**config.mk**
```make
export PLATFORM = sky130hd
export DESIGN_NAME = sensor_monitor_regs
export DESIGN_NICKNAME = d
export VERILOG_FILES = /design/src/hdl/sensor_regs_pkg.sv /design/src/hdl/window_cmp_if.sv /design/src/hdl/sensor_monitor_regs.sv /design/src/hdl/window_cmp.sv
export SDC_FILE = /design/constraint.sdc
export NUM_CORES = 1
export LEC_CHECK = 0
export BUFFER_PORTS_ARGS = -buffer_cell sky130_fd_sc_hd__buf_2
export CAP_MARGIN = 20
export CORE_MARGIN = 2
export CORE_UTILIZATION = 27
export DETAILED_ROUTE_END_ITERATION = 8
export GPL_ROUTABILITY_DRIVEN = 0
export MAX_ROUTING_LAYER = met4
export PLACE_DENSITY = 0.44
export SLEW_MARGIN = 5
export SYNTH_ARGS = -nofsm -noshare
export SYNTH_HDL_FRONTEND = slang
export SYNTH_HIERARCHICAL = 1
export SYNTH_SLANG_ARGS = --single-unit
```
**constraint.sdc**
```tcl
create_clock -name clk_sys_i -period 4.1 [get_ports clk_sys_i]
set_clock_uncertainty 0.15 [all_clocks]
set_input_delay 1.23 -clock clk_sys_i [delete_from_list [all_inputs] [get_ports clk_sys_i]]
set_output_delay 1.23 -clock clk_sys_i [all_outputs]
set_load 0.03 [all_outputs]
```
**src/hdl/sensor_regs_pkg.sv**
```systemverilog
// Purpose: shared constants for the accumulator status and window compare registers
// Assumes: 8-bit register port, byte offsets as listed
// Notes: all offsets, field positions, reset values and widths live here
package sensor_regs_pkg;
   // register offsets
   localparam logic [7:0] ADDR_PROGRESS = 8'h02;
   localparam logic [7:0] ADDR_CH1_SUM_HI = 8'h0b;
   localparam logic [7:0] ADDR_SEQ_GO = 8'h1f;
   localparam logic [7:0] ADDR_SUM_EN = 8'h30;
   localparam logic [7:0] ADDR_ALERT_EN = 8'h34;
   localparam logic [7:0] ADDR_CMP_EN = 8'h37;
   localparam logic [7:0] ADDR_UP_LO = 8'h38;
   localparam logic [7:0] ADDR_UP_HI = 8'h39;
   localparam logic [7:0] ADDR_LO_LO = 8'h3a;
   localparam logic [7:0] ADDR_LO_HI = 8'h3b;
   localparam logic [7:0] ADDR_HYS = 8'h40;
   localparam logic [7:0] ADDR_IRQ_STAT = 8'h50;
   localparam logic [7:0] ADDR_IRQ_MASK = 8'h51;
   // field widths
   localparam int COUNT_W = 4;
   localparam int SUM_W = 16;
   localparam int THR_W = 12;
   localparam int NIB_W = 4;
   localparam int HYS_W = 6;
   localparam int IRQ_W = 3;
   // field positions
   localparam int SEQ_GO_BIT = 0;
   localparam int CMP_EN_BIT = 0;
   localparam int ALERT_CH0_BIT = 0;
   localparam int ALERT_CH1_BIT = 1;
   localparam int IRQ_CH0_ABOVE = 0;
   localparam int IRQ_CH0_BELOW = 1;
   localparam int IRQ_CH1_ALERT = 2;
   // codes and reset values
   localparam logic [3:0] SUM_EN_ON = 4'hf;
   localparam logic [3:0] COUNT_MAX = 4'hf;
   localparam logic [7:0] RST_BYTE = 8'h00;
   localparam logic [3:0] RST_NIB = 4'h0;
   localparam logic [5:0] RST_HYS = 6'h00;
   localparam logic [1:0] RST_ALERT_EN = 2'h0;
   localparam logic [2:0] RST_IRQ = 3'h0;
   localparam logic [15:0] RST_SUM = 16'h0000;
endpackage

```
**src/hdl/window_cmp_if.sv**
```systemverilog
// Purpose: carries one channel's limits, samples and compare results
// Assumes: single clock, driven by the register bank and the comparator
// Notes: no clocking block, plain nets only
`timescale 1ns/1ps
`default_nettype none
interface window_cmp_if;
   logic [11:0] upper;
   logic [11:0] lower;
   logic [5:0] hyst;
   logic enable;
   logic sample_valid;
   logic [11:0] sample;
   logic above;
   logic below;
   logic above_rise;
   logic below_rise;
   // register bank side
   modport cfg (output upper, lower, hyst, enable, sample_valid, sample,
      input above, below, above_rise, below_rise);
   // comparator side
   modport cmp (input upper, lower, hyst, enable, sample_valid, sample,
      output above, below, above_rise, below_rise);
endinterface
`default_nettype wire

```
**src/hdl/sensor_monitor_regs.sv**
```systemverilog
// Purpose: accumulator status and window compare register bank
// Assumes: host port on the system clock, conversions on the same clock
// Notes: read data appear the cycle after the read strobe, zero otherwise
`timescale 1ns/1ps
`default_nettype none
module sensor_monitor_regs
   import sensor_regs_pkg::*;
(
   input wire logic clk_sys_i,
   input wire logic reset_n_i,
   input wire logic [7:0] reg_addr_i,
   input wire logic [7:0] reg_wdata_i,
   input wire logic reg_wr_i,
   input wire logic reg_rd_i,
   output logic [7:0] reg_rdata_o,
   input wire logic gen_call_reset_i,
   input wire logic conv_valid_i,
   input wire logic conv_chan_i,
   input wire logic [11:0] conv_result_i,
   input wire logic chan1_outside_i,
   output logic alert_ch0_o,
   output logic alert_ch1_o,
   output logic summing_on_o,
   output logic irq_o
);
   // configuration registers
   // all of these are plain read-write storage, written whole
   // on a strobe; reserved bits are simply not stored, so they
   // cannot come back as anything but zero
   logic [3:0] sum_en_ff;
   logic [1:0] alert_en_ff;
   logic cmp_en_ff;
   logic [7:0] up_lo_ff;
   logic [3:0] up_hi_ff;
   logic [7:0] lo_lo_ff;
   logic [3:0] lo_hi_ff;
   logic [5:0] hys_ff;
   // status registers
   // count and sum are hardware-owned; host writes to their
   // offsets fall through the decode and are dropped
   // irq status is sticky and only cleared by a host write
   logic [3:0] count_ff;
   logic [15:0] sum_ff;
   logic [2:0] irq_stat_ff;
   logic [2:0] irq_mask_ff;
   // outputs
   logic [7:0] rdata_ff;
   logic alert0_ff;
   logic alert1_ff;
   logic summing_on_ff;
   logic irq_ff;
   // combinational helpers
   // kept separate so each register block stays a single concern
   logic status_clear;
   logic summing_on;
   logic accumulate;
   logic nxt_alert0;
   logic nxt_alert1;
   logic [2:0] irq_set;
   logic [2:0] irq_clr;
   logic [2:0] nxt_irq_stat;
   logic [7:0] rd_val;

   window_cmp_if ch0_bus ();

   // comparator for channel zero
   // channel one has its own comparator outside this bank; only
   // its outside-window level arrives here, already decided,
   // so just the enable gating is applied to it
   window_cmp u_ch0_cmp (
      .clk_sys_i (clk_sys_i),
      .reset_n_i (reset_n_i),
      .cmp (ch0_bus.cmp)
   );

   // limits are the nibble stacked on the low byte
   // the two halves are written independently, so software that
   // moves a limit across a byte boundary sees a brief mixed value;
   // disable the comparator first if that matters
   assign ch0_bus.upper = {up_hi_ff, up_lo_ff};
   assign ch0_bus.lower = {lo_hi_ff, lo_lo_ff};
   assign ch0_bus.hyst = hys_ff;
   assign ch0_bus.enable = cmp_en_ff;
   assign ch0_bus.sample_valid = conv_valid_i && !conv_chan_i;
   assign ch0_bus.sample = conv_result_i;

   // sequence go is a write-only strobe, never stored
   // reading its offset returns zero through the default decode
   // general call reset clears count and sum only; configuration and irq status are kept
   // because a bus-level reset should not lose host settings
   assign status_clear = gen_call_reset_i ||
      (reg_wr_i && (reg_addr_i == ADDR_SEQ_GO) && reg_wdata_i[SEQ_GO_BIT]);

   // reserved codes of the enable field keep the summer idle
   // only the exact all-ones code starts it, so a stray single-bit
   // write can never switch accumulation on by accident
   // both channels advance the count, only channel one adds in
   assign summing_on = (sum_en_ff == SUM_EN_ON);
   assign accumulate = summing_on && conv_valid_i;

   // summing enable field
   // the whole nibble is stored, reserved codes included, so that
   // software reads back exactly what it wrote and can spot a
   // bad code; the decode above keeps the summer idle for them
   always_ff @(posedge clk_sys_i or negedge reset_n_i) begin
      if (!reset_n_i) begin
         sum_en_ff <= RST_NIB;
      end else if (reg_wr_i && (reg_addr_i == ADDR_SUM_EN)) begin
         sum_en_ff <= reg_wdata_i[NIB_W-1:0];
      end
   end

   // per-channel alert enables, off after reset
   // bit 1 gates the external channel one level, bit 0 our
   // own channel zero comparator flags
   always_ff @(posedge clk_sys_i or negedge reset_n_i) begin
      if (!reset_n_i) begin
         alert_en_ff <= RST_ALERT_EN;
      end else if (reg_wr_i && (reg_addr_i == ADDR_ALERT_EN)) begin
         alert_en_ff <= reg_wdata_i[ALERT_CH1_BIT:ALERT_CH0_BIT];
      end
   end

   // global comparator enable
   // clearing it drops the channel zero flags within one cycle,
   // which also clears any alert that was standing; samples that
   // arrive while it is low are ignored, not queued
   always_ff @(posedge clk_sys_i or negedge reset_n_i) begin
      if (!reset_n_i) begin
         cmp_en_ff <= 1'b0;
      end else if (reg_wr_i && (reg_addr_i == ADDR_CMP_EN)) begin
         cmp_en_ff <= reg_wdata_i[CMP_EN_BIT];
      end
   end

   // upper limit low byte
   // takes effect on the next channel zero sample
   always_ff @(posedge clk_sys_i or negedge reset_n_i) begin
      if (!reset_n_i) begin
         up_lo_ff <= RST_BYTE;
      end else if (reg_wr_i && (reg_addr_i == ADDR_UP_LO)) begin
         up_lo_ff <= reg_wdata_i;
      end
   end

   // upper limit top nibble
   // upper four bits of the write are reserved and dropped
   always_ff @(posedge clk_sys_i or negedge reset_n_i) begin
      if (!reset_n_i) begin
         up_hi_ff <= RST_NIB;
      end else if (reg_wr_i && (reg_addr_i == ADDR_UP_HI)) begin
         up_hi_ff <= reg_wdata_i[NIB_W-1:0];
      end
   end

   // lower limit low byte
   // takes effect on the next channel zero sample
   always_ff @(posedge clk_sys_i or negedge reset_n_i) begin
      if (!reset_n_i) begin
         lo_lo_ff <= RST_BYTE;
      end else if (reg_wr_i && (reg_addr_i == ADDR_LO_LO)) begin
         lo_lo_ff <= reg_wdata_i;
      end
   end

   // lower limit top nibble
   // upper four bits of the write are reserved and dropped
   always_ff @(posedge clk_sys_i or negedge reset_n_i) begin
      if (!reset_n_i) begin
         lo_hi_ff <= RST_NIB;
      end else if (reg_wr_i && (reg_addr_i == ADDR_LO_HI)) begin
         lo_hi_ff <= reg_wdata_i[NIB_W-1:0];
      end
   end

   // shared hysteresis
   // one band serves both edges of the window; a band wider than
   // the upper limit saturates the release point at zero inside
   // the comparator instead of wrapping round
   always_ff @(posedge clk_sys_i or negedge reset_n_i) begin
      if (!reset_n_i) begin
         hys_ff <= RST_HYS;
      end else if (reg_wr_i && (reg_addr_i == ADDR_HYS)) begin
         hys_ff <= reg_wdata_i[HYS_W-1:0];
      end
   end

   // accumulation count; clear beats a same-cycle conversion so a
   // new sequence always starts from zero
   always_ff @(posedge clk_sys_i or negedge reset_n_i) begin
      if (!reset_n_i) begin
         count_ff <= RST_NIB;
      end else if (status_clear) begin
         count_ff <= RST_NIB;
      end else if (accumulate && (count_ff != COUNT_MAX)) begin
         count_ff <= count_ff + 4'h1; // holds at the top, never wraps
      end
   end

   // channel one sum; 16 bits hold sixteen full-scale samples
   // beyond that it wraps silently; the count saturates, so the
   // host can tell from a full count that the sum may have wrapped
   // only the upper byte is visible in this bank
   always_ff @(posedge clk_sys_i or negedge reset_n_i) begin
      if (!reset_n_i) begin
         sum_ff <= RST_SUM;
      end else if (status_clear) begin
         sum_ff <= RST_SUM;
      end else if (accumulate && conv_chan_i) begin
         sum_ff <= sum_ff + {4'h0, conv_result_i};
      end
   end

   // gated alerts: both enables needed
   // registered below, so an alert lags its flag by one cycle;
   // the trade buys a glitch-free pin at the cost of latency
   // and keeps every top-level output on a flip-flop
   assign nxt_alert0 = cmp_en_ff && alert_en_ff[ALERT_CH0_BIT] &&
      (ch0_bus.above || ch0_bus.below);
   assign nxt_alert1 = cmp_en_ff && alert_en_ff[ALERT_CH1_BIT] &&
      chan1_outside_i;

   // alert outputs registered
   always_ff @(posedge clk_sys_i or negedge reset_n_i) begin
      if (!reset_n_i) begin
         alert0_ff <= 1'b0;
         alert1_ff <= 1'b0;
      end else begin
         alert0_ff <= nxt_alert0;
         alert1_ff <= nxt_alert1;
      end
   end

   // interrupt events only count when the channel may alert
   always_comb begin
      irq_set = RST_IRQ;
      irq_set[IRQ_CH0_ABOVE] = ch0_bus.above_rise && alert_en_ff[ALERT_CH0_BIT];
      irq_set[IRQ_CH0_BELOW] = ch0_bus.below_rise && alert_en_ff[ALERT_CH0_BIT];
      irq_set[IRQ_CH1_ALERT] = nxt_alert1 && !alert1_ff;
      irq_clr = RST_IRQ;
      if (reg_wr_i && (reg_addr_i == ADDR_IRQ_STAT)) begin
         irq_clr = reg_wdata_i[IRQ_W-1:0];
      end
      // set wins over a same-cycle clear so no event is lost
      nxt_irq_stat = (irq_stat_ff & ~irq_clr) | irq_set;
   end

   // sticky status, write one to clear
   // bits stay set until the host clears them, even after the
   // window returns, so a short excursion is never missed
   always_ff @(posedge clk_sys_i or negedge reset_n_i) begin
      if (!reset_n_i) begin
         irq_stat_ff <= RST_IRQ;
      end else begin
         irq_stat_ff <= nxt_irq_stat;
      end
   end

   // interrupt mask
   // a clear mask bit hides its status bit from the pin but still records it
   always_ff @(posedge clk_sys_i or negedge reset_n_i) begin
      if (!reset_n_i) begin
         irq_mask_ff <= RST_IRQ;
      end else if (reg_wr_i && (reg_addr_i == ADDR_IRQ_MASK)) begin
         irq_mask_ff <= reg_wdata_i[IRQ_W-1:0];
      end
   end

   // level interrupt, follows status one cycle later
   // stays high until every unmasked status bit is cleared
   always_ff @(posedge clk_sys_i or negedge reset_n_i) begin
      if (!reset_n_i) begin
         irq_ff <= 1'b0;
      end else begin
         irq_ff <= |(irq_stat_ff & irq_mask_ff);
      end
   end

   // summing state shown on a pin for the converter sequencer
   // one cycle behind the field, like the other status pins
   always_ff @(posedge clk_sys_i or negedge reset_n_i) begin
      if (!reset_n_i) begin
         summing_on_ff <= 1'b0;
      end else begin
         summing_on_ff <= summing_on;
      end
   end

   // read decode; unmapped and reserved bits read zero
   // the address is decoded in full, so aliases cannot appear
   // reserved bits are padded with zero constants rather than
   // read from storage, which keeps them read-only by construction
   always_comb begin
      rd_val = RST_BYTE;
      case (reg_addr_i)
         ADDR_PROGRESS: rd_val = {4'h0, count_ff};
         ADDR_CH1_SUM_HI: rd_val = sum_ff[SUM_W-1:SUM_W-8];
         ADDR_SUM_EN: rd_val = {4'h0, sum_en_ff};
         ADDR_ALERT_EN: rd_val = {6'h00, alert_en_ff};
         ADDR_CMP_EN: rd_val = {7'h00, cmp_en_ff};
         ADDR_UP_LO: rd_val = up_lo_ff;
         ADDR_UP_HI: rd_val = {4'h0, up_hi_ff};
         ADDR_LO_LO: rd_val = lo_lo_ff;
         ADDR_LO_HI: rd_val = {4'h0, lo_hi_ff};
         ADDR_HYS: rd_val = {2'h0, hys_ff};
         ADDR_IRQ_STAT: rd_val = {5'h00, irq_stat_ff};
         ADDR_IRQ_MASK: rd_val = {5'h00, irq_mask_ff};
         default: rd_val = RST_BYTE;
      endcase
   end

   // read data stand for exactly one cycle after the strobe
   // returning to zero between reads means a host that samples
   // late sees zero rather than stale data, which exposes a
   // timing bug on the host side instead of hiding it
   always_ff @(posedge clk_sys_i or negedge reset_n_i) begin
      if (!reset_n_i) begin
         rdata_ff <= RST_BYTE;
      end else if (reg_rd_i) begin
         rdata_ff <= rd_val;
      end else begin
         rdata_ff <= RST_BYTE;
      end
   end

   assign reg_rdata_o = rdata_ff;
   assign alert_ch0_o = alert0_ff;
   assign alert_ch1_o = alert1_ff;
   assign summing_on_o = summing_on_ff;
   assign irq_o = irq_ff;
endmodule // sensor_monitor_regs
`default_nettype wire

```
**src/hdl/window_cmp.sv**
```systemverilog
// Purpose: one channel window comparator with shared hysteresis
// Assumes: a sample is a 12-bit result with a one-cycle valid
// Notes: flags drop to zero while the block is disabled
`timescale 1ns/1ps
`default_nettype none
module window_cmp
   import sensor_regs_pkg::*;
(
   input wire logic clk_sys_i,
   input wire logic reset_n_i,
   window_cmp_if.cmp cmp
);
   logic [12:0] up_release;
   logic [12:0] lo_release;
   logic above_ff;
   logic below_ff;
   logic above_rise_ff;
   logic below_rise_ff;

   // release points, upper saturated at zero and lower one bit wider, so a big hysteresis cannot wrap
   always_comb begin
      up_release = {1'b0, cmp.upper} - {7'h00, cmp.hyst};
      if ({1'b0, cmp.upper} < {7'h00, cmp.hyst}) begin
         up_release = 13'h0000;
      end
      lo_release = {1'b0, cmp.lower} + {7'h00, cmp.hyst};
   end

   // above-window flag, one hysteresis value for both sides
   always_ff @(posedge clk_sys_i or negedge reset_n_i) begin
      if (!reset_n_i) begin
         above_ff <= 1'b0;
         above_rise_ff <= 1'b0;
      end else if (!cmp.enable) begin
         above_ff <= 1'b0;
         above_rise_ff <= 1'b0;
      end else if (cmp.sample_valid) begin
         above_rise_ff <= !above_ff && (cmp.sample > cmp.upper);
         if (cmp.sample > cmp.upper) begin
            above_ff <= 1'b1;
         end else if ({1'b0, cmp.sample} < up_release) begin
            above_ff <= 1'b0;
         end
      end else begin
         above_rise_ff <= 1'b0;
      end
   end

   // below-window flag
   always_ff @(posedge clk_sys_i or negedge reset_n_i) begin
      if (!reset_n_i) begin
         below_ff <= 1'b0;
         below_rise_ff <= 1'b0;
      end else if (!cmp.enable) begin
         below_ff <= 1'b0;
         below_rise_ff <= 1'b0;
      end else if (cmp.sample_valid) begin
         below_rise_ff <= !below_ff && (cmp.sample < cmp.lower);
         if (cmp.sample < cmp.lower) begin
            below_ff <= 1'b1;
         end else if ({1'b0, cmp.sample} > lo_release) begin
            below_ff <= 1'b0;
         end
      end else begin
         below_rise_ff <= 1'b0;
      end
   end

   assign cmp.above = above_ff;
   assign cmp.below = below_ff;
   assign cmp.above_rise = above_rise_ff;
   assign cmp.below_rise = below_rise_ff;
endmodule // window_cmp
`default_nettype wire

```
==> metrics.txt <==
status complete, no violations; P_int 1.578 mW; fraction of registers with async set/reset 100.0%; final worst setup slack 544.7 ps; Clk network pwr share 40.8%; via density per instance 5.390; Flop pwr share 37.8%; syn_nets 767; Peak VDD IR 0.1793 mV; Worst R2R Start ch0_bus.hyst[1]; Hold Buf Count CTS 0; clk slew on worst S/H paths 70 ps; vias in the first global route 5473; FILL cells 2317; Critical Path Slowest Stage Cell dfrtp_1; post-synth top area cell dfrtp_1; # nets final 810; CTS H-Tree Depth 3; Tcrit/Tclk final 86.71%; Seq. cell area 0.001977 mm^2; unique cell type count in the Yosys netlist 64; Worst EP required 4180 ps; worst hold start u_ch0_cmp/cmp.below_rise; syn_area_per_cell 9.354 um^2; most used cell along the critical path ha_1; residual DRC count 0; diodes inserted 0; synthesized area 0.006146 mm^2; slowest stage delay, CP 450 ps; P_sw 654.6 uW; # IOs 48; DIE AREA 0.02398 mm^2; Slew HR 48.50%; global-route total usage across every layer 16.96%; Max Fclk 281.3 MHz; routed vias 5336; largest net degree at the start of global routing 80; Final ANT Viol Nets 0; Bufs on Longest Clock Path 2; Placeable Area 0.02250 mm^2; Top delay family on crit path compound AO/OA/AOI/OAI gates; first-pass iteration count of the detailed router 5; Rows 55; Slew @ Worst Pin 770.4 ps; worst path cell trace inv_1, ha_1, nor2b_1, o31ai_2, a21boi_4, a21oi_4, or3_1, ha_1, a41o_1, a21oi_1, nor3b_1, o31ai_1, a211oi_1, o22ai_1; multi-input logic area 0.003892 mm^2; Die Height 154.9 um; die width 154.9 um; fraction of layout cells with a size suffix above 1 16.74%; crit path launch type flip-flop; RSZ-0062 raised after global routing no; Post-Route WL 19070 um; Worst setup startpoint ch0_bus.hyst[1]; # clock sinks 79; area added between synthesis and finish 14.33%; total power 2.232 mW; buffers plus inverters on the worst setup path 1; dominant synthesized flop cell dfrtp_1; top cells by area, synth dfrtp_1 32%, ha_1 14%, mux2_2 7.3%, nand2_1 3.7%, a21oi_1 3.6%; antenna violations before repair 0; Hold Path Class reg -> reg; YS warnings 6; Max-Cap Viols 0; Slew Limit Fails 0; setup_tns 0 ps; CTS Root Cell clkbuf_16; Fin. Hold Viols 0; Post-Syn Instances 657; sw frac 29.32%; Post-synth EDFFs 0; Clk Latency, worst-skew pair 350 ps; Crit Path Max Fanout 10; grt total ovfl 0; post-synth top area share 32.17%; final hold slack 324.3 ps; # setup viols final 0; Crit Path Class reg -> reg; Tmin final 3555 ps; Iteration-0 DRC Markers 376; post-CTS setup repair buffer count 0; CP arrival 3640 ps; Detail Placement HPWL 14840 um; first-pass GRT wire length 30590 um; PD cells 317.7 mW/mm^2; Initial Utilization 27.31%; total CTS buffers 9; CTS tree done; Seq/Total Area, Yosys 32.17%; Critical Path End Type flip-flop; Port Buffer Count 47; leak pwr 3.225 nW; Post-Place Setup Slack 552.5 ps; Avg WL per Cell 19.26 um; Yosys reg bits 79; Combinational Power Share 21.4%; post-CTS sizing 0
[worst paths after layout]
path	end	slack (ps)	cells past startpoint
worst max-delay path	u_ch0_cmp/cmp.above	540	14
worst min-delay path	irq_stat_ff[1]	320	1
worst max register to register	u_ch0_cmp/cmp.above	540	14
worst min register to register	irq_stat_ff[1]	320	1
max in group asynchronous	sum_ff[14]	2590	2
min in group asynchronous	up_lo_ff[2]	600	1
[state kept, by name, summed over array words and instances, names as in the netlist]
| signal | count |
|---|---|
| u_ch0_cmp/cmp.above | 1 |
| sum_en_ff | 4 |
| u_ch0_cmp/cmp.below | 1 |
| alert_en_ff | 2 |
| ch0_bus.enable | 1 |
| reg_rdata_o | 8 |
| alert_ch0_o | 1 |
| summing_on_o | 1 |
| irq_stat_ff | 3 |
| lo_hi_ff | 4 |
| count_ff | 4 |
| up_lo_ff | 8 |
| up_hi_ff | 4 |
| u_ch0_cmp/cmp.below_rise | 1 |
| u_ch0_cmp/cmp.above_rise | 1 |
| irq_mask_ff | 3 |
| alert_ch1_o | 1 |
| ch0_bus.hyst | 6 |
| sum_ff | 16 |
| irq_o | 1 |
| lo_lo_ff | 8 |
[logic make-up after synthesis]
logic type	share of synthesized area [%]
buffers and inverters	4.499
xor gates and xnor gates	2.708
muxes	9.365
and+or+nand+nor	18.06
adders and majority gates	15.43
DFF	32.17
AOI/OAI and AO/OA	17.77
[layout by cell type (no fill, tap or decap), types with 8 or more instances in the layout]
cell       instances
nor4_1            12
o21ai_0           23
dfrtp_1           79
buf_2             46
nand3_1           19
nand2b_1          10
inv_1             46
nand4_1           10
a22oi_1            9
nor3_1            18
mux2_2            40
clkbuf_16          9
nor2b_1           14
ha_1              71
nand2_1           61
a21oi_1           44
a21o_1            16
xnor2_1           15
and3_1            18
a31oi_1            8
nor2_1            31
[synthesized netlist by cell type (all sizes together), types with 3 or more instances]
cell and n:
ha 71, a31oi 8, o31a 3, a22oi 9, nand3 19, nor2b 14
a211oi 5, nand4 10, o211ai 4, inv 46, xor2 4, a22o 4
and3 18, nor4 12, or3 4, o21ai 24, nand2b 10, and4 5
o31ai 3, nor2 31, a21oi 45, xnor2 15, nand2 61, o21a 4
mux4 3, dfrtp 79, mux2i 5, mux2 40, a222oi 4, or4 4
fa 3, a21o 16, a2111o 6, and2 3, a221oi 3, clkbuf 9
nor3 18, buf 11
[cell type report]
class | count | area share (%)
multi-input cells | 512 | 55.40
flip-flops and latches | 79 | 28.13
well taps | 285 | 5.075
repair buffers | 52 | 4.202
clock buffers | 12 | 3.650
inverters | 46 | 2.457
clock inverters | 4 | 1.086
[metal layers]
metal | wire length (um) | part of all wire [%] | global-route usage, %
met5 | 0 | 0 | -
met4 | 377 | 2.0 | 5.688
met3 | 909 | 4.8 | 2.591
met2 | 8828 | 46 | 26.65
met1 | 8952 | 47 | 22.44
[power groups by stage]
stage,clock [mW],combinational (mW),sequential [mW]
floorplan,0,0.333,0.839
global placement,0,0.460,0.858
detailed placement,0,0.472,0.858
CTS,0.936,0.475,0.843
global route,0.969,0.539,0.847
finish,0.911,0.477,0.844
[metrics by stage]
| step | cell area, um^2 | instances | util [%] |
|---|---|---|---|
| detailed placement | 6666 | 973 | 29.62 |
| global placement | 6666 | 973 | 29.62 |
| global route | 7027 | 990 | 31.23 |
| CTS | 6999 | 989 | 31.10 |
| floorplan | 6146 | 657 | - |
| finish | 7027 | 990 | 31.23 |
Power figures use the tool's default switching activity.
